--- src/inc/uirq_pkg.sv ---
// Constants and types for the UART interrupt logic.
// Assumes a host register port with one-cycle strobes and read data one cycle later.
package uirq_pkg;
  // ==========================================================================
  // Register map
  localparam logic [2:0] UIRQ_OFS_IEM   = 3'h1;
  localparam logic [2:0] UIRQ_OFS_ISS   = 3'h2;
  localparam logic [2:0] UIRQ_OFS_LSR   = 3'h5;
  localparam logic [2:0] UIRQ_OFS_MSR   = 3'h6;
  localparam logic [2:0] UIRQ_OFS_CTL   = 3'h7;
  localparam logic [7:0] UIRQ_IEM_RST   = 8'h00;
  localparam logic [7:0] UIRQ_IEM_LOW   = 8'h0f;
  localparam logic [7:0] UIRQ_CTL_RST   = 8'h00;
  // Control register fields.
  localparam int UIRQ_CTL_FIFO = 0;
  localparam int UIRQ_CTL_ENH  = 1;
  localparam int UIRQ_CTL_IMM  = 2;
  localparam int UIRQ_CTL_ACTS = 3;
  localparam int UIRQ_CTL_ARTS = 4;
  localparam int UIRQ_CTL_HDX  = 5;
  // Enable mask fields.
  localparam int UIRQ_IE_RX   = 0;
  localparam int UIRQ_IE_TX   = 1;
  localparam int UIRQ_IE_LS   = 2;
  localparam int UIRQ_IE_MS   = 3;
  localparam int UIRQ_IE_XOFF = 5;
  localparam int UIRQ_IE_RTS  = 6;
  localparam int UIRQ_IE_CTS  = 7;
  // ==========================================================================
  // Status codes, bits 5:0
  localparam logic [5:0] UIRQ_CODE_LS   = 6'h06;
  localparam logic [5:0] UIRQ_CODE_TO   = 6'h0c;
  localparam logic [5:0] UIRQ_CODE_RX   = 6'h04;
  localparam logic [5:0] UIRQ_CODE_TX   = 6'h02;
  localparam logic [5:0] UIRQ_CODE_MS   = 6'h00;
  localparam logic [5:0] UIRQ_CODE_XOFF = 6'h10;
  localparam logic [5:0] UIRQ_CODE_FLOW = 6'h20;
  localparam logic [5:0] UIRQ_CODE_NONE = 6'h01;
  // ==========================================================================
  // Timeout: four characters plus twelve bits, counted in bit ticks
  localparam int         UIRQ_TO_CHARS = 4;
  localparam int         UIRQ_TO_BITS  = 12;
  localparam int         UIRQ_BITS_PER_CHAR = 10;
  localparam logic [7:0] UIRQ_TO_TICKS =
    8'(UIRQ_TO_CHARS * UIRQ_BITS_PER_CHAR + UIRQ_TO_BITS);
  // Sources in priority order.
  typedef enum logic [2:0] {
    UIRQ_S_LS = 3'b000, UIRQ_S_TO = 3'b001, UIRQ_S_RX = 3'b010, UIRQ_S_TX = 3'b011,
    UIRQ_S_MS = 3'b100, UIRQ_S_XOFF = 3'b101, UIRQ_S_FLOW = 3'b110, UIRQ_S_NONE = 3'b111
  } uirq_src_e;
endpackage

--- src/inc/uirq_pend_if.sv ---
// Interface carrying pending-source flags to the prioritiser.
// Assumes both ends share one clock.
`timescale 1ns/1ps
`default_nettype none
interface uirq_pend_if;
  logic [6:0] pend;
  logic [5:0] code;
  logic       any;
  modport src (output pend, input code, input any);
  modport pri (input pend, output code, output any);
endinterface
`default_nettype wire

--- src/logic/uirq_prio.sv ---
// Fixed-priority encoder for the interrupt status code.
// Assumes pend bit 0 is the highest-priority source.
`timescale 1ns/1ps
`default_nettype none
module uirq_prio
  import uirq_pkg::*;
(
  uirq_pend_if.pri p
);
  always_comb begin
    p.any  = |p.pend;
    p.code = UIRQ_CODE_NONE;
    // Lowest priority first so the highest pending source overrides.
    if (p.pend[6]) p.code = UIRQ_CODE_FLOW; // [RULE_17]
    if (p.pend[5]) p.code = UIRQ_CODE_XOFF;
    if (p.pend[4]) p.code = UIRQ_CODE_MS;
    if (p.pend[3]) p.code = UIRQ_CODE_TX;
    if (p.pend[2]) p.code = UIRQ_CODE_RX;
    if (p.pend[1]) p.code = UIRQ_CODE_TO;
    if (p.pend[0]) p.code = UIRQ_CODE_LS;   // [RULE_18]
  end
endmodule
`default_nettype wire

--- src/logic/uirq_top.sv ---
// Interrupt enable, priority, status and clear logic for one UART channel.
// Assumes receiver, transmitter and flow engines give single-cycle events and levels.
// Notes on behaviour
// RULE_01: FIFO receive interrupt follows trigger level.
// RULE_02: Data-ready bit set on push, cleared empty.
// RULE_03: Enables 0-3 clear gives polled mode.
// RULE_04: Line status reports overrun, errors, transmitter state.
// RULE_05: Enable bit 0 gates receive-data interrupt.
// RULE_06: Enable bit 1 gates transmit-ready, fires immediately.
// RULE_07: Overrun immediate; other errors at read-out.
// RULE_08: Enable bit 3 gates modem status interrupt.
// RULE_09: Enable bits 4,5 writable only when enhanced.
// RULE_10: Bits 6,7 enable RTS, CTS rising interrupts.
// RULE_11: Timeout after four chars plus twelve bits.
// RULE_12: Transmit-ready from trigger, or empty in half-duplex.
// RULE_13: Status reads clear line, modem, timeout sources; timeout clears on a receive data pop or empty FIFO instead.
// RULE_14: Status read or holding write clears transmit-ready.
// RULE_15: Xoff clears on Xon; special on next char.
// RULE_16: Modem status read clears flow-change interrupts.
// RULE_17: Status code per priority level table.
// RULE_18: Status read shows highest pending, others queued.
// RULE_19: Status bit 0 low while interrupt pending.
// RULE_20: Status bit 4 needs enhanced and Xoff enable.
// RULE_21: Status bit 5 only with enhanced functions.
// RULE_22: Flow-change interrupts only in automatic flow control.
// RULE_23: Status bits 7:6 mirror FIFO enable.
// RULE_24: Interrupt output high while any source pending.
//
// The placing of the registers and the strobed register port were decided locally.
`timescale 1ns/1ps
`default_nettype none
module uirq_top
  import uirq_pkg::*;
(
  input  wire logic       i_clk,
  input  wire logic       i_rst,
  input  wire logic [2:0] i_addr,
  input  wire logic [7:0] i_wdata,
  input  wire logic       i_wr,
  input  wire logic       i_rd,
  output var  logic [7:0] o_rdata,
  output var  logic       o_irq,
  input  wire logic       i_rx_push,
  input  wire logic       i_rx_empty,
  input  wire logic       i_rx_at_trig,
  input  wire logic       i_rx_pop,
  input  wire logic       i_rx_overrun,
  input  wire logic [2:0] i_rx_err_push,
  input  wire logic [2:0] i_rx_err_head,
  input  wire logic       i_rx_err_any,
  input  wire logic       i_bit_tick,
  input  wire logic       i_tx_hold_empty,
  input  wire logic       i_tx_below_trig,
  input  wire logic       i_tx_all_empty,
  input  wire logic       i_tx_hold_wr,
  input  wire logic [3:0] i_modem_delta,
  input  wire logic       i_xoff_match,
  input  wire logic       i_xon_match,
  input  wire logic       i_special_match,
  input  wire logic       i_rts_level,
  input  wire logic       i_cts_level
);
  import uirq_pkg::*;

  // ==========================================================================
  // State
  logic [7:0] iem_q, iem_d;
  logic [7:0] ctl_q, ctl_d;
  logic [7:0] rdata_q, rdata_d;
  logic       irq_q, irq_d;
  logic       ovr_q, ovr_d;
  logic [2:0] err_q, err_d;
  logic       ls_q, ls_d;
  logic       to_q, to_d;
  logic [7:0] to_cnt_q, to_cnt_d;
  logic       tx_q, tx_d;
  logic [3:0] ms_q, ms_d;
  logic       xoff_q, xoff_d;
  logic       spec_q, spec_d;
  logic       flow_q, flow_d;
  logic       rts_q, rts_d;
  logic       cts_q, cts_d;
  logic       txe_q, txe_d;

  uirq_pend_if pif ();

  uirq_prio u_prio (
    .p (pif.pri)
  );

  function automatic logic hit(input logic [2:0] a, input logic [2:0] ofs, input logic s);
    hit = s && (a == ofs);
  endfunction

  logic rd_iss, rd_lsr, rd_msr, rd_rhr;
  logic fifo_en, enh, rx_lvl, tx_src;
  logic [7:0] lsr_val, iss_val;

  // ==========================================================================
  // Source conditions
  always_comb begin
    fifo_en = ctl_q[UIRQ_CTL_FIFO];
    enh     = ctl_q[UIRQ_CTL_ENH];
    rd_iss  = hit(i_addr, UIRQ_OFS_ISS, i_rd);
    rd_lsr  = hit(i_addr, UIRQ_OFS_LSR, i_rd);
    rd_msr  = hit(i_addr, UIRQ_OFS_MSR, i_rd);
    rd_rhr  = i_rx_pop;
    // Non-FIFO mode: any held character; FIFO mode: trigger level.
    rx_lvl  = fifo_en ? i_rx_at_trig : !i_rx_empty; // [RULE_01] [RULE_05]
    if (ctl_q[UIRQ_CTL_HDX]) begin
      tx_src = i_tx_all_empty; // [RULE_12]
    end else begin
      tx_src = fifo_en ? (i_tx_below_trig || i_tx_hold_empty) : i_tx_hold_empty;
    end
    // [RULE_02] [RULE_04]
    lsr_val = {i_rx_err_any, i_tx_all_empty, i_tx_hold_empty, err_q, ovr_q, !i_rx_empty};
    pif.pend[0] = iem_q[UIRQ_IE_LS] && ls_q;
    pif.pend[1] = iem_q[UIRQ_IE_RX] && to_q;
    pif.pend[2] = iem_q[UIRQ_IE_RX] && rx_lvl;
    pif.pend[3] = iem_q[UIRQ_IE_TX] && tx_q;           // [RULE_06]
    pif.pend[4] = iem_q[UIRQ_IE_MS] && (|ms_q);         // [RULE_08]
    pif.pend[5] = enh && iem_q[UIRQ_IE_XOFF] && (xoff_q || spec_q); // [RULE_20]
    pif.pend[6] = enh && flow_q;                        // [RULE_21]
  end

  // The status byte waits on the prioritiser, so it sits apart from the pending flags.
  always_comb begin
    // [RULE_23] [RULE_19]
    iss_val = {fifo_en, fifo_en, pif.code};
  end

  // ==========================================================================
  // Register file and sticky sources
  always_comb begin
    iem_d    = iem_q;
    ctl_d    = ctl_q;
    rdata_d  = 8'h00;
    ovr_d    = ovr_q;
    err_d    = err_q;
    ls_d     = ls_q;
    to_d     = to_q;
    to_cnt_d = to_cnt_q;
    tx_d     = tx_q;
    ms_d     = ms_q;
    xoff_d   = xoff_q;
    spec_d   = spec_q;
    flow_d   = flow_q;
    rts_d    = i_rts_level;
    cts_d    = i_cts_level;
    txe_d    = tx_src;
    if (hit(i_addr, UIRQ_OFS_IEM, i_wr)) begin
      // Upper enables stay put unless enhanced functions are on.
      iem_d = enh ? i_wdata : ((iem_q & ~UIRQ_IEM_LOW) | (i_wdata & UIRQ_IEM_LOW)); // [RULE_09]
    end
    if (hit(i_addr, UIRQ_OFS_CTL, i_wr)) begin
      ctl_d = i_wdata;
    end
    // Clears first, so same-cycle events below win.
    if (rd_lsr) begin
      ovr_d = 1'b0;
      err_d = 3'h0;
      ls_d  = 1'b0; // [RULE_13]
    end
    if (rd_msr) begin
      ms_d   = 4'h0;
      flow_d = 1'b0; // [RULE_16]
    end
    if (rd_iss || i_tx_hold_wr) begin
      tx_d = 1'b0; // [RULE_14]
    end
    if (rd_iss || i_xon_match) begin
      xoff_d = 1'b0; // [RULE_15]
    end
    if (rd_iss || i_rx_push) begin
      spec_d = 1'b0; // [RULE_15]
    end
    if (rd_rhr || i_rx_empty) begin
      to_d     = 1'b0;
      to_cnt_d = 8'h00;
    end else if (i_rx_push) begin
      to_cnt_d = 8'h00;
    end else if (i_bit_tick && !to_q) begin
      if (to_cnt_q == UIRQ_TO_TICKS - 8'h01) begin
        to_d = 1'b1; // [RULE_11]
      end else begin
        to_cnt_d = to_cnt_q + 8'h01;
      end
    end
    if (i_rx_overrun) begin
      ovr_d = 1'b1;
      ls_d  = 1'b1; // [RULE_07]
    end
    if (ctl_q[UIRQ_CTL_IMM] && i_rx_push && (|i_rx_err_push)) begin
      err_d = err_q | i_rx_err_push;
      ls_d  = 1'b1; // [RULE_07]
    end
    if (!ctl_q[UIRQ_CTL_IMM] && rd_rhr && (|i_rx_err_head)) begin
      err_d = err_q | i_rx_err_head;
      ls_d  = 1'b1; // [RULE_07]
    end
    // Rising source, or enabling while already empty, raises transmit-ready.
    if ((tx_src && !txe_q) ||
        (tx_src && hit(i_addr, UIRQ_OFS_IEM, i_wr) && i_wdata[UIRQ_IE_TX] &&
         !iem_q[UIRQ_IE_TX])) begin
      tx_d = 1'b1; // [RULE_06]
    end
    ms_d = ms_d | i_modem_delta;
    if (i_xoff_match) xoff_d = 1'b1;
    if (i_special_match) spec_d = 1'b1;
    if ((ctl_q[UIRQ_CTL_ARTS] && iem_q[UIRQ_IE_RTS] && i_rts_level && !rts_q) ||
        (ctl_q[UIRQ_CTL_ACTS] && iem_q[UIRQ_IE_CTS] && i_cts_level && !cts_q)) begin
      flow_d = 1'b1; // [RULE_10] [RULE_22]
    end
    if (i_rd) begin
      case (i_addr)
        UIRQ_OFS_IEM: rdata_d = iem_q;
        UIRQ_OFS_ISS: rdata_d = iss_val; // [RULE_18]
        UIRQ_OFS_LSR: rdata_d = lsr_val; // [RULE_03]
        UIRQ_OFS_MSR: rdata_d = {2'h0, flow_q, 1'b0, ms_q};
        UIRQ_OFS_CTL: rdata_d = ctl_q;
        default:      rdata_d = 8'h00;
      endcase
    end
    irq_d = pif.any; // [RULE_24]
  end

  always_ff @(posedge i_clk or posedge i_rst) begin
    if (i_rst) begin
      iem_q    <= UIRQ_IEM_RST;
      ctl_q    <= UIRQ_CTL_RST;
      rdata_q  <= 8'h00;
      irq_q    <= 1'b0;
      ovr_q    <= 1'b0;
      err_q    <= 3'h0;
      ls_q     <= 1'b0;
      to_q     <= 1'b0;
      to_cnt_q <= 8'h00;
      tx_q     <= 1'b0;
      ms_q     <= 4'h0;
      xoff_q   <= 1'b0;
      spec_q   <= 1'b0;
      flow_q   <= 1'b0;
      rts_q    <= 1'b0;
      cts_q    <= 1'b0;
      txe_q    <= 1'b0;
    end else begin
      iem_q    <= iem_d;
      ctl_q    <= ctl_d;
      rdata_q  <= rdata_d;
      irq_q    <= irq_d;
      ovr_q    <= ovr_d;
      err_q    <= err_d;
      ls_q     <= ls_d;
      to_q     <= to_d;
      to_cnt_q <= to_cnt_d;
      tx_q     <= tx_d;
      ms_q     <= ms_d;
      xoff_q   <= xoff_d;
      spec_q   <= spec_d;
      flow_q   <= flow_d;
      rts_q    <= rts_d;
      cts_q    <= cts_d;
      txe_q    <= txe_d;
    end
  end

  assign o_rdata = rdata_q;
  assign o_irq   = irq_q;

  // ==========================================================================
  // Checks
  a_irq_follows: assert property (@(posedge i_clk) disable iff (i_rst) // [RULE_24]
    o_irq == $past(pif.any)) else $error("irq does not follow pending");
  a_none_code: assert property (@(posedge i_clk) disable iff (i_rst) // [RULE_19]
    !pif.any |-> pif.code == UIRQ_CODE_NONE) else $error("idle code wrong");
  a_ls_first: assert property (@(posedge i_clk) disable iff (i_rst) // [RULE_18]
    pif.pend[0] |-> pif.code == UIRQ_CODE_LS) else $error("line status not first");
  a_to_code: assert property (@(posedge i_clk) disable iff (i_rst) // [RULE_17]
    pif.pend[1] && !pif.pend[0] |-> pif.code == UIRQ_CODE_TO) else $error("timeout code");
  a_tx_clear: assert property (@(posedge i_clk) disable iff (i_rst) // [RULE_14]
    i_tx_hold_wr && !tx_src |=> !tx_q) else $error("tx ready not cleared");
  a_ms_clear: assert property (@(posedge i_clk) disable iff (i_rst) // [RULE_13]
    rd_msr && i_modem_delta == 4'h0 |=> ms_q == 4'h0) else $error("modem not cleared");
  a_ovr_set: assert property (@(posedge i_clk) disable iff (i_rst) // [RULE_07]
    i_rx_overrun |=> ls_q && ovr_q) else $error("overrun not flagged");
  a_upper_lock: assert property (@(posedge i_clk) disable iff (i_rst) // [RULE_09]
    !enh |=> iem_q[7:4] == $past(iem_q[7:4])) else $error("upper enables changed");
  a_fifo_bits: assert property (@(posedge i_clk) disable iff (i_rst) // [RULE_23]
    rd_iss |=> o_rdata[7:6] == {2{$past(fifo_en)}}) else $error("fifo bits wrong");
  a_rdata_idle: assert property (@(posedge i_clk) disable iff (i_rst)
    !i_rd |=> o_rdata == 8'h00) else $error("read data not idle");
endmodule
`default_nettype wire

--- config.mk ---
export PLATFORM = sky130hd
export DESIGN_NAME = uirq_top
export DESIGN_NICKNAME = d
export VERILOG_FILES = /design/src/inc/uirq_pkg.sv /design/src/inc/uirq_pend_if.sv /design/src/logic/uirq_prio.sv /design/src/logic/uirq_top.sv
export SDC_FILE = /design/constraint.sdc
export NUM_CORES = 1
export LEC_CHECK = 0
export BUFFER_PORTS_ARGS = -buffer_cell sky130_fd_sc_hd__buf_2
export CAP_MARGIN = 10
export CORE_MARGIN = 2
export CORE_UTILIZATION = 50
export CTS_CLUSTER_SIZE = 14
export DETAILED_ROUTE_END_ITERATION = 10
export PLACE_DENSITY = 0.74
export SYNTH_ARGS = -nofsm -noshare
export SYNTH_HDL_FRONTEND = slang
export SYNTH_SLANG_ARGS = --single-unit
--- constraint.sdc ---
create_clock -name i_clk -period 2.4 [get_ports i_clk]
set_input_delay 0.24 -clock i_clk [delete_from_list [all_inputs] [get_ports i_clk]]
set_output_delay 0.24 -clock i_clk [all_outputs]
set_load 0.02 [all_outputs]
==> impl_metrics.ini, run 1 <==
[final_layout]
area_growth_pct = 15.1
drive_gt1_share_pct = 23.2
nFillCells = 414
fin_util_pct = 59.4
nets = 313
diodes = 0

[run]
drv_cap = 0

[yosys]
netlist_area_um2 = 2440
syn-num-nets = 265
ys.flop_type = dfrtp_1
synth_edf_count = 0
synth.yosys.seq_area_share_pct = 51.3
synth_seq_cells = 50
yosysWarnings = 0
syn_inst = 223
synthArstFlopShare_pct = 100
avgSynthCellArea_um2 = 10.9
ys_types = 52

[sta]
period_minus_slack_ns = 1.56
skew_ns = 0.00673
slew_headroom_pct = 58.4
rsz0062_at_grt = false
hold_viol = 0
fin_crit_sh_pct = 65.0
fmax_ghz = 0.641
worst_pin_slew_ns = 0.624
layout_setup_ws_ns = 0.839
setup_viol = 0
tns_ns = 0
final-max-slew-violation-count = 0

[die]
rows = 25
io_pins = 50
die_x_um = 73.8
core_area_um2 = 4720
die_y_um = 73.8
start_util_pct = 51.6
dieArea_um2 = 5450

[drt]
wl_um = 5130
drt_iter0_markers = 92
wl_per_cell_um = 15.2
drt_pass1_iterations = 4
drtAntennaViolNets = 0
drc = 0
vias_per_cell = 5.46
num_vias = 1846

[critical_path]
rrSetupSlack_ns = 0.84
worst_ep_arrival_time_ns = 1.75
timing.rr.start = to_cnt_q[2]
crit_chain = or4_4, o21ai_2, mux2i_1, nor2_1
critical_path_class = reg2reg
crit_family = simple AND/OR/NAND/NOR gates
start_kind = flip-flop
crit_buf_inv = 0
cp.depth = 4
max_stage_delay_ns = 0.58
path_max_fanout = 4
cp.required_ns = 2.59
worstRegToRegCells = 4
cp_slowest_cell = or4_4
setup.worst_path.start = to_cnt_q[2]
worst_setup_path_end_kind = flip-flop
crit_end = to_cnt_q[1]
worst_r2r_endpoint = to_cnt_q[1]

[clocking]
cts_max_path_buffers = 2
ctsResizeCount = 0
cts_buffers = 5
hold_buffers = 0
clock_latency_ns = 0.30
cts_setup_buffers = 0
clk_pin_slew_ns = 0.09
cts_max_level = 2
clockRootBuffer = clkbuf_8
cts_tree = done
cts.sinks = 50

[global_routing]
grt_pass1_wl_um = 8670
grt_pass1_vias = 1786
antenna_found_initial = 0
grt_overflow_total = 0
grt_usage_pct = 21.2
grt_max_degree = 51

[pwr]
p_per_area_nw_per_um2 = 664
p_leak_nw = 1.27
peakVddDrop_mv = 0.336
fin_total_pwr_mw = 1.86

[placed_design]
place.port_buffers = 49
pre_cts_ws_ns = 0.758
finalWeightedCongestion = 0.865
post-dp-hpwl_um = 3930

[run_status]
status = finished clean

[min_path]
worstHoldPathType = in2reg
state kept, by name, summed over array words and instances (netlist names):
signal    cells
o_irq         1
flow_q        1
to_q          1
spec_q        1
to_cnt_q      8
tx_q          1
ls_q          1
xoff_q        1
ovr_q         1
ctl_q         8
ms_q          4
cts_q         1
err_q         3
o_rdata       8
rts_q         1
iem_q         8
txe_q         1
worst min path at each step:
stage / from / endpoint / slack, ns / cells past startpoint
2_1_floorplan: i_cts_level / cts_q / 0.27 / 0
4_1_cts: i_rts_level / rts_q / 0.05 / 1
5_1_grt: i_rts_level / rts_q / 0.05 / 1
3_5_place_dp: i_rts_level / rts_q / 0.37 / 1
3_3_place_gp: i_rts_level / rts_q / 0.37 / 1
6_report: i_rts_level / rts_q / 0.06 / 1
power breakdown:
part,total [mW],switching (mW),internal (mW),leakage [nW]
Sequential,1.05,0.0950,0.957,0.603
Clock,0.451,0.250,0.201,0.0383
Combinational,0.360,0.197,0.163,0.627
Total,1.86,0.542,1.32,1.27
cells by family after synthesis:
kind of cell    synth area share (%)
simple gates                    16.0
compound gates                  15.8
flops                           51.3
mux                             10.6
buf+inv                         3.23
xor+xnor                        2.51
fa+ha+maj                      0.513
area by class of cell:
cell class / count / area (um^2) / share of cell area (%)
flip-flops and latches: 50 / 1250 / 44.6
multi-input cells: 155 / 1110 / 39.5
repair buffers: 50 / 253 / 9.01
well taps: 67 / 83.8 / 2.99
clock buffers: 7 / 76.3 / 2.72
inverters: 9 / 33.8 / 1.20
worst register-to-register path: cells and delay by family (launching register included):
family / cells / cell delay, ns
multiplexers: 1 / 0.21
AND/OR/NAND/NOR: 2 / 0.64
AO/OA/AOI/OAI: 1 / 0.18
flip-flops: 1 / 0.42
through the flow:
step,area (um^2),instances,hold WS [ns]
after floorplan,2440,223,0.271
after global placement,2730,331,0.368
after detailed placement,2730,331,0.369
after CTS,2810,338,0.0540
after global routing,2810,338,0.0473
final,2810,338,0.0629
cells in the mapped netlist, types with 2 or more instances:
cell	n	area share, %
nand2b_1	3	0.77
nor3_1	3	0.62
mux2i_1	9	3.7
inv_1	9	1.4
dfrtp_1	50	51
xor2_1	5	1.8
o21ai_0	5	1.0
mux2_1	15	6.9
nand3_4	2	1.4
buf_2	6	1.2
o21ai_1	3	0.62
a21oi_1	10	2.1
o22ai_1	3	0.77
nand2_1	21	3.2
nand3_1	5	1.0
xnor2_1	2	0.72
nor2_1	15	2.3
a21o_1	5	1.5
nor2b_1	2	0.51
a31o_1	2	0.72
and2_1	2	0.51
o211ai_1	2	0.62
nand4b_1	3	1.1
clkbuf_1	2	0.31
a31oi_1	5	1.3
o2bb2ai_1	4	1.4
a32o_1	5	2.1
per-layer routing:
metal | global-route usage (%) | share of wire (%) | vias to the layer above
met3 | 5.08 | 6.2 | 9
met4 | 7.07 | 1.6 | 0
li1 | - | - | 907
met1 | 29.8 | 45 | 873
met2 | 32.1 | 47 | 57
met5 | 0 | 0 | -
cells in the final DEF (no fill, tap or decap), drive strengths merged, types with 2 or more instances in the layout:
cell	netlist	final
nand3	7	7
nor2	15	15
o211ai	3	3
o21ai	9	9
inv	9	9
a31o	2	2
and3	2	2
clkbuf	2	7
buf	7	50
xnor2	2	2
nand4b	3	3
a31oi	5	5
nor2b	3	3
mux2	15	15
a32o	5	5
nand2	21	21
a21o	5	5
nand2b	3	3
dfrtp	50	50
o22ai	3	3
xor2	5	5
nor3	3	3
mux2i	9	9
and2	2	2
o2bb2ai	4	4
a21oi	10	10
Power figures use the tool's default switching activity.
==> inputs of run 2 (changes only) <==
- clock period: 2.4 -> 1.5 ns (I/O delays scaled with it)
==> run 2 against run 1 <==
Net effect:
- the run now ends with negative setup slack left
- worst hold slack got worse by 0.042 ns
- first-iteration DRC count down 16%
- register-to-register slack lost 0.86 ns
- total power is 73% higher
- maximum frequency up 2.5%
==> impl_metrics.ini, run 2 (synthesis results as in run 1) <==
[global_routing]
grt_max_degree = 28
grt_pass1_vias = 1834
grt_overflow_total = 0
antenna_found_initial = 0
grt_usage_pct = 20.2
grt_pass1_wl_um = 8300

[sta]
layout_setup_ws_ns = -0.0230
final-max-slew-violation-count = 0
hold-worst-slack_ns = 0.0212
fin_crit_sh_pct = 102
hold_viol = 0
worst_pin_slew_ns = 0.517
slew_headroom_pct = 65.5
rsz0062_at_grt = true
period_minus_slack_ns = 1.52
setup_viol = 2
fmax_ghz = 0.657
skew_ns = 0.00749

[placed_design]
finalWeightedCongestion = 0.930
placed_area_um2 = 2820
post-dp-hpwl_um = 4060
place.port_buffers = 49

[clocking]
clockRootBuffer = clkbuf_8
cts_max_level = 2
cts_setup_buffers = 0
cts_max_path_buffers = 2
cts_buffers = 5
clk_pin_slew_ns = 0.08
clock_latency_ns = 0.30
cts_tree = done
cts.sinks = 50

[critical_path]
worst_setup_path_end_kind = flip-flop
start_kind = flip-flop
critical_path_class = reg2reg
cp.required_ns = 1.68
path_max_fanout = 4
worst_ep_arrival_time_ns = 1.71

[die]
core_area_um2 = 4720
start_util_pct = 51.6
die_x_um = 73.8
rows = 25
die_y_um = 73.8
dieArea_um2 = 5450
io_pins = 50

[drt]
wl_per_cell_um = 14.5
drc = 0
drt_pass1_iterations = 4
num_vias = 1897
wl_um = 5120
drt_iter0_markers = 77
vias_per_cell = 5.39
drtAntennaViolNets = 0

[pwr]
p_leak_nw = 1.36
peakVddDrop_mv = 0.601
p_per_area_nw_per_um2 = 1080

[final_layout]
nets = 326
regArea_um2 = 1250
area_growth_pct = 22.1
multi_input_area_um2 = 1130
diodes = 0
drive_gt1_share_pct = 27.7
nFillCells = 384
layout_common_cells = dfrtp_1 (50), buf_2 (49), nand2_1 (21), nor2_1 (15), mux2_1 (15)
post-route-cell-area_um2 = 2980
fin_util_pct = 63.0
layout_commonest_cell = dfrtp_1

[run_status]
status = complete, but fails checks
violations = negative setup slack

[run]
drv_cap = 0

[min_path]
worstHoldPathType = in2reg
[run 2: cell count changes in the layout (fill, tap and decap cells not counted), moves of 2 or more]
cell           before  now
dlygate4sd3_1       0    3
clkinv_2            0    2
buf_4               1   10
clkbuf_1            2    0
[run 2: metrics by stage]
stage	TNS (ns)	power, mW	setup WS (ns)	instances
global placement	0	2.30	0.0337	341
CTS	-0.0209	3.23	-0.0187	352
floorplan	0	2.06	0.0368	223
finish	-0.0232	3.22	-0.0230	352
global route	-0.132	3.39	-0.0570	352
detailed placement	-0.00728	2.31	-0.00728	341
[run 2: critical path, cell delays in order, from the launching register on]
cell      delay, ns
dfrtp_1        0.38
or4_4          0.57
o211ai_1       0.23
xor2_1         0.17
nor2_1         0.06
[run 2: worst paths after layout]
kind	depth (start not counted)	slack [ns]	from	endpoint
worst min-delay path	2	0.02	i_modem_delta[2]	ms_q[2]
worst min register to register	1	0.50	ctl_q[7]	ctl_q[7]
worst max register to register	4	-0.02	to_cnt_q[2]	to_cnt_q[3]
max in group asynchronous	4	0.56	i_rst	ctl_q[7]
min in group asynchronous	3	0.42	i_rst	o_rdata[3]
worst max-delay path	4	-0.02	to_cnt_q[2]	to_cnt_q[3]
[run 2: routing by layer]
metal	track usage (%)	share of wire, %	up-vias
met5	0	0	-
met4	7.88	2.5	0
met3	3.84	4.8	12
met2	32.4	47	56
met1	27.1	46	899
li1	-	-	930
[run 2: power breakdown]
| group | switching [mW] | total, mW | internal (mW) |
|---|---|---|---|
| registers | 0.147 | 1.68 | 1.53 |
| clock network | 0.423 | 0.913 | 0.491 |
| logic | 0.326 | 0.624 | 0.298 |
| total | 0.895 | 3.22 | 2.32 |
[run 2: area by class of cell]
type	instances	share of cell area, %
sequential	50	42.0
multi-input combinational	155	37.9
tap	67	2.82
clock inverter	3	1.35
clock buffer	5	2.31
timing repair buffer	63	12.4
inverter	9	1.13
[run 2: what timing repair did]
item,CTS,global route
setup endpoints to repair,2,6
cloned,0,0
hold buffers,3,0
hold endpoints to repair,25,0
gates resized for setup,0,3
==> inputs of run 3 (changes only) <==
- ABC_AREA: not set -> 1
- PLACE_DENSITY: 0.74 -> 0.73
- RECOVER_POWER: not set -> 50
- clock period: 1.5 -> 1.6 ns (I/O delays scaled with it)
==> run 3 against run 2 <==
Net effect:
- maximum frequency rose by 0.81%
- setup slack improved by 0.11 ns
- first-iteration DRC count up 140%
- the run now ends clean
- utilization decreased by 0.80 points
- die area up 7.9%
- cell count up 34%
==> impl_metrics.ini, run 3 <==
[final_layout]
nFillCells = 487
fin_util_pct = 62.2
layout_commonest_cell = nand2_1
drive_gt1_share_pct = 23.8
regArea_um2 = 1250
multi_input_area_um2 = 1140
diodes = 0
fin_cells = 470
area_growth_pct = 20.3
layout_common_cells = nand2_1 (81), inv_1 (53), dfrtp_1 (50), buf_2 (47), nor2_1 (34)
nets = 441

[critical_path]
start_kind = flip-flop
cp_slowest_cell = dfrtp_1
cp.required_ns = 1.84
worst_ep_arrival_time_ns = 1.75
path_max_fanout = 6
critical_path_class = reg2reg
crit_chain = ha_4, inv_2, nor3_2, nand2_2, a21boi_4, buf_4, nand2_1, o21ai_2
worst_setup_path_end_kind = flip-flop
rrSetupSlack_ns = 0.09
max_stage_delay_ns = 0.42

[yosys]
ys_types = 35
synth-xor-area-share_pct = 0.332
synth_top_family_by_area = simple AND/OR/NAND/NOR gates
ys.flop_type = dfrtp_1
synth_top_area_cell = dfrtp_1
synthArstFlopShare_pct = 100
yosysWarnings = 0
avgSynthCellArea_um2 = 7.88
synth_top_cell_area_share_pct = 47.4
synth.yosys.seq_area_share_pct = 47.4
syn_inst = 335
synthTopCellsByCount = nand2_1 (80), inv_1 (52), dfrtp_1 (50), nor2_1 (34), nand3_1 (17)
synth-adder-area-share_pct = 0.474
synthMuxAreaShare_pct = 0
synth_seq_cells = 50
netlist_area_um2 = 2640
synth_edf_count = 0
synthMostInstantiatedCell = nand2_1
synth_compound_area_share_pct = 14.1
syn-num-nets = 377
yosys-top-cells-area = dfrtp_1 (47%), nand2_1 (11%), inv_1 (7.4%)
yosys.area_share.simple_pct = 28.1

[sta]
slew_headroom_pct = 55.2
worst_pin_slew_ns = 0.672
final-max-slew-violation-count = 0
period_minus_slack_ns = 1.51
hold_viol = 0
tns_ns = 0
setup_viol = 0
rsz0062_at_grt = false
fmax_ghz = 0.662
fin_crit_sh_pct = 94.4
skew_ns = 0.00602

[pwr]
p_clk_share_pct = 32.9
p_sw_mw = 0.922
pwr-share-comb_pct = 18.2
peakVddDrop_mv = 0.626
switching_share_pct = 28.7
p_per_area_nw_per_um2 = 1010
fin_total_pwr_mw = 3.21
p_leak_nw = 1.68
seqPwrFrac_pct = 48.9
p_int_mw = 2.29

[die]
io_pins = 50
die_x_um = 76.7
die_y_um = 76.7
start_util_pct = 51.7
core_area_um2 = 5110
dieArea_um2 = 5880
rows = 26

[drt]
drc = 0
drtAntennaViolNets = 0
num_vias = 2279
drt_pass1_iterations = 4
vias_per_cell = 4.85
wl_per_cell_um = 12.6
drt_iter0_markers = 183
wl_um = 5910

[placed_design]
finalWeightedCongestion = 0.873
place.port_buffers = 49
post-dp-hpwl_um = 4410
placed_cells = 455

[clocking]
cts_max_path_buffers = 2
cts.sinks = 50
clockRootBuffer = clkbuf_8
cts_tree = done
clock_latency_ns = 0.31
cts_max_level = 2
clk_pin_slew_ns = 0.09
cts_buffers = 5

[run]
drv_cap = 0

[global_routing]
antenna_found_initial = 0
grt_max_degree = 51
gr-usage-met1_pct = 30.2
grt_pass1_vias = 2130
grt_pass1_wl_um = 10100
grt_overflow_total = 0
met3_usage_pct = 4.35
grtUsageMet2_pct = 33.9
grt_usage_pct = 21.5
gr-max-usage-layer = met2

[run_status]
status = finished clean

[min_path]
worstHoldPathType = in2reg
-- run 3: cell count changes in the layout (fill, tap and decap cells not counted), moves of 5 or more --
cell	delta
mux2_1	-15
nand2_2	+6
nor2_1	+19
nand3_1	+12
inv_1	+45
o21ai_1	+13
a21o_1	-5
nand2_1	+60
nand4_1	+6
mux2i_1	-9
a32o_1	-5
-- run 3: metrics by stage --
stage	setup slack, ns	instance area [um^2]	hold slack (ns)
after floorplan	0.205	2640	0.191
after global placement	0.0694	2990	0.224
after detailed placement	0.00231	2990	0.222
after CTS	0.0118	3160	0.0293
after global routing	0.0184	3180	0.0374
final	0.0893	3180	0.0383
-- run 3: power groups by stage --
stage | Combinational (mW) | Sequential, mW | Clock (mW)
6_report | 0.584 | 1.57 | 1.05
4_1_cts | 0.590 | 1.57 | 1.08
5_1_grt | 0.669 | 1.60 | 1.13
3_3_place_gp | 0.571 | 1.59 | 0
3_5_place_dp | 0.579 | 1.59 | 0
2_1_floorplan | 0.375 | 1.58 | 0
-- run 3: what timing repair did --
| item | in CTS | in global routing |
|---|---|---|
| hold endpoints to repair | 52 | 0 |
| gates resized for setup | 1 | 2 |
| endpoints found under the setup margin | 2 | 6 |
| setup buffers | 1 | 3 |
| hold buffers | 3 | 0 |
| pin swaps | 1 | 2 |
-- run 3: area by class of cell --
type                    count  area share (%)
repair buffers             60            10.6
flip-flops and latches     50            39.4
well taps                  70            2.76
clock buffers               5            2.17
inverters                  59            7.09
clock inverters             3            2.17
multi-input cells         223            35.9
-- run 3: path summary, 6_finish.rpt --
path / from / to / cells past startpoint
max: to_cnt_q[1] / to_cnt_q[6] / 8
min: i_xon_match / xoff_q / 2
max reg2reg: to_cnt_q[1] / to_cnt_q[6] / 8
min reg2reg: rts_q / flow_q / 1
max in group asynchronous: i_rst / ctl_q[0] / 4
min in group asynchronous: i_rst / iem_q[6] / 4
-- run 3: worst max-delay path, delay by kind of cell, from the launching register on --
kind / cells / cell delay, ns
AOI/OAI and AO/OA: 2 / 0.31
DFF: 1 / 0.42
adders and majority gates: 1 / 0.17
and+or+nand+nor: 3 / 0.34
buffers and inverters: 2 / 0.21
-- run 3: cells by family (layout without fill, tap and decap cells) --
family,after synthesis,count (layout)
adders and majority gates,1,1
buffers and inverters,62,127
AOI/OAI and AO/OA,60,60
xor gates and xnor gates,1,1
DFF,50,50
and+or+nand+nor,161,161
-- run 3: per-layer routing --
metal | routed length (um) | part of all wire, %
met1 | 2810 | 48
met2 | 2800 | 47
met3 | 242 | 4.1
met4 | 61 | 1.0
met5 | 0 | 0
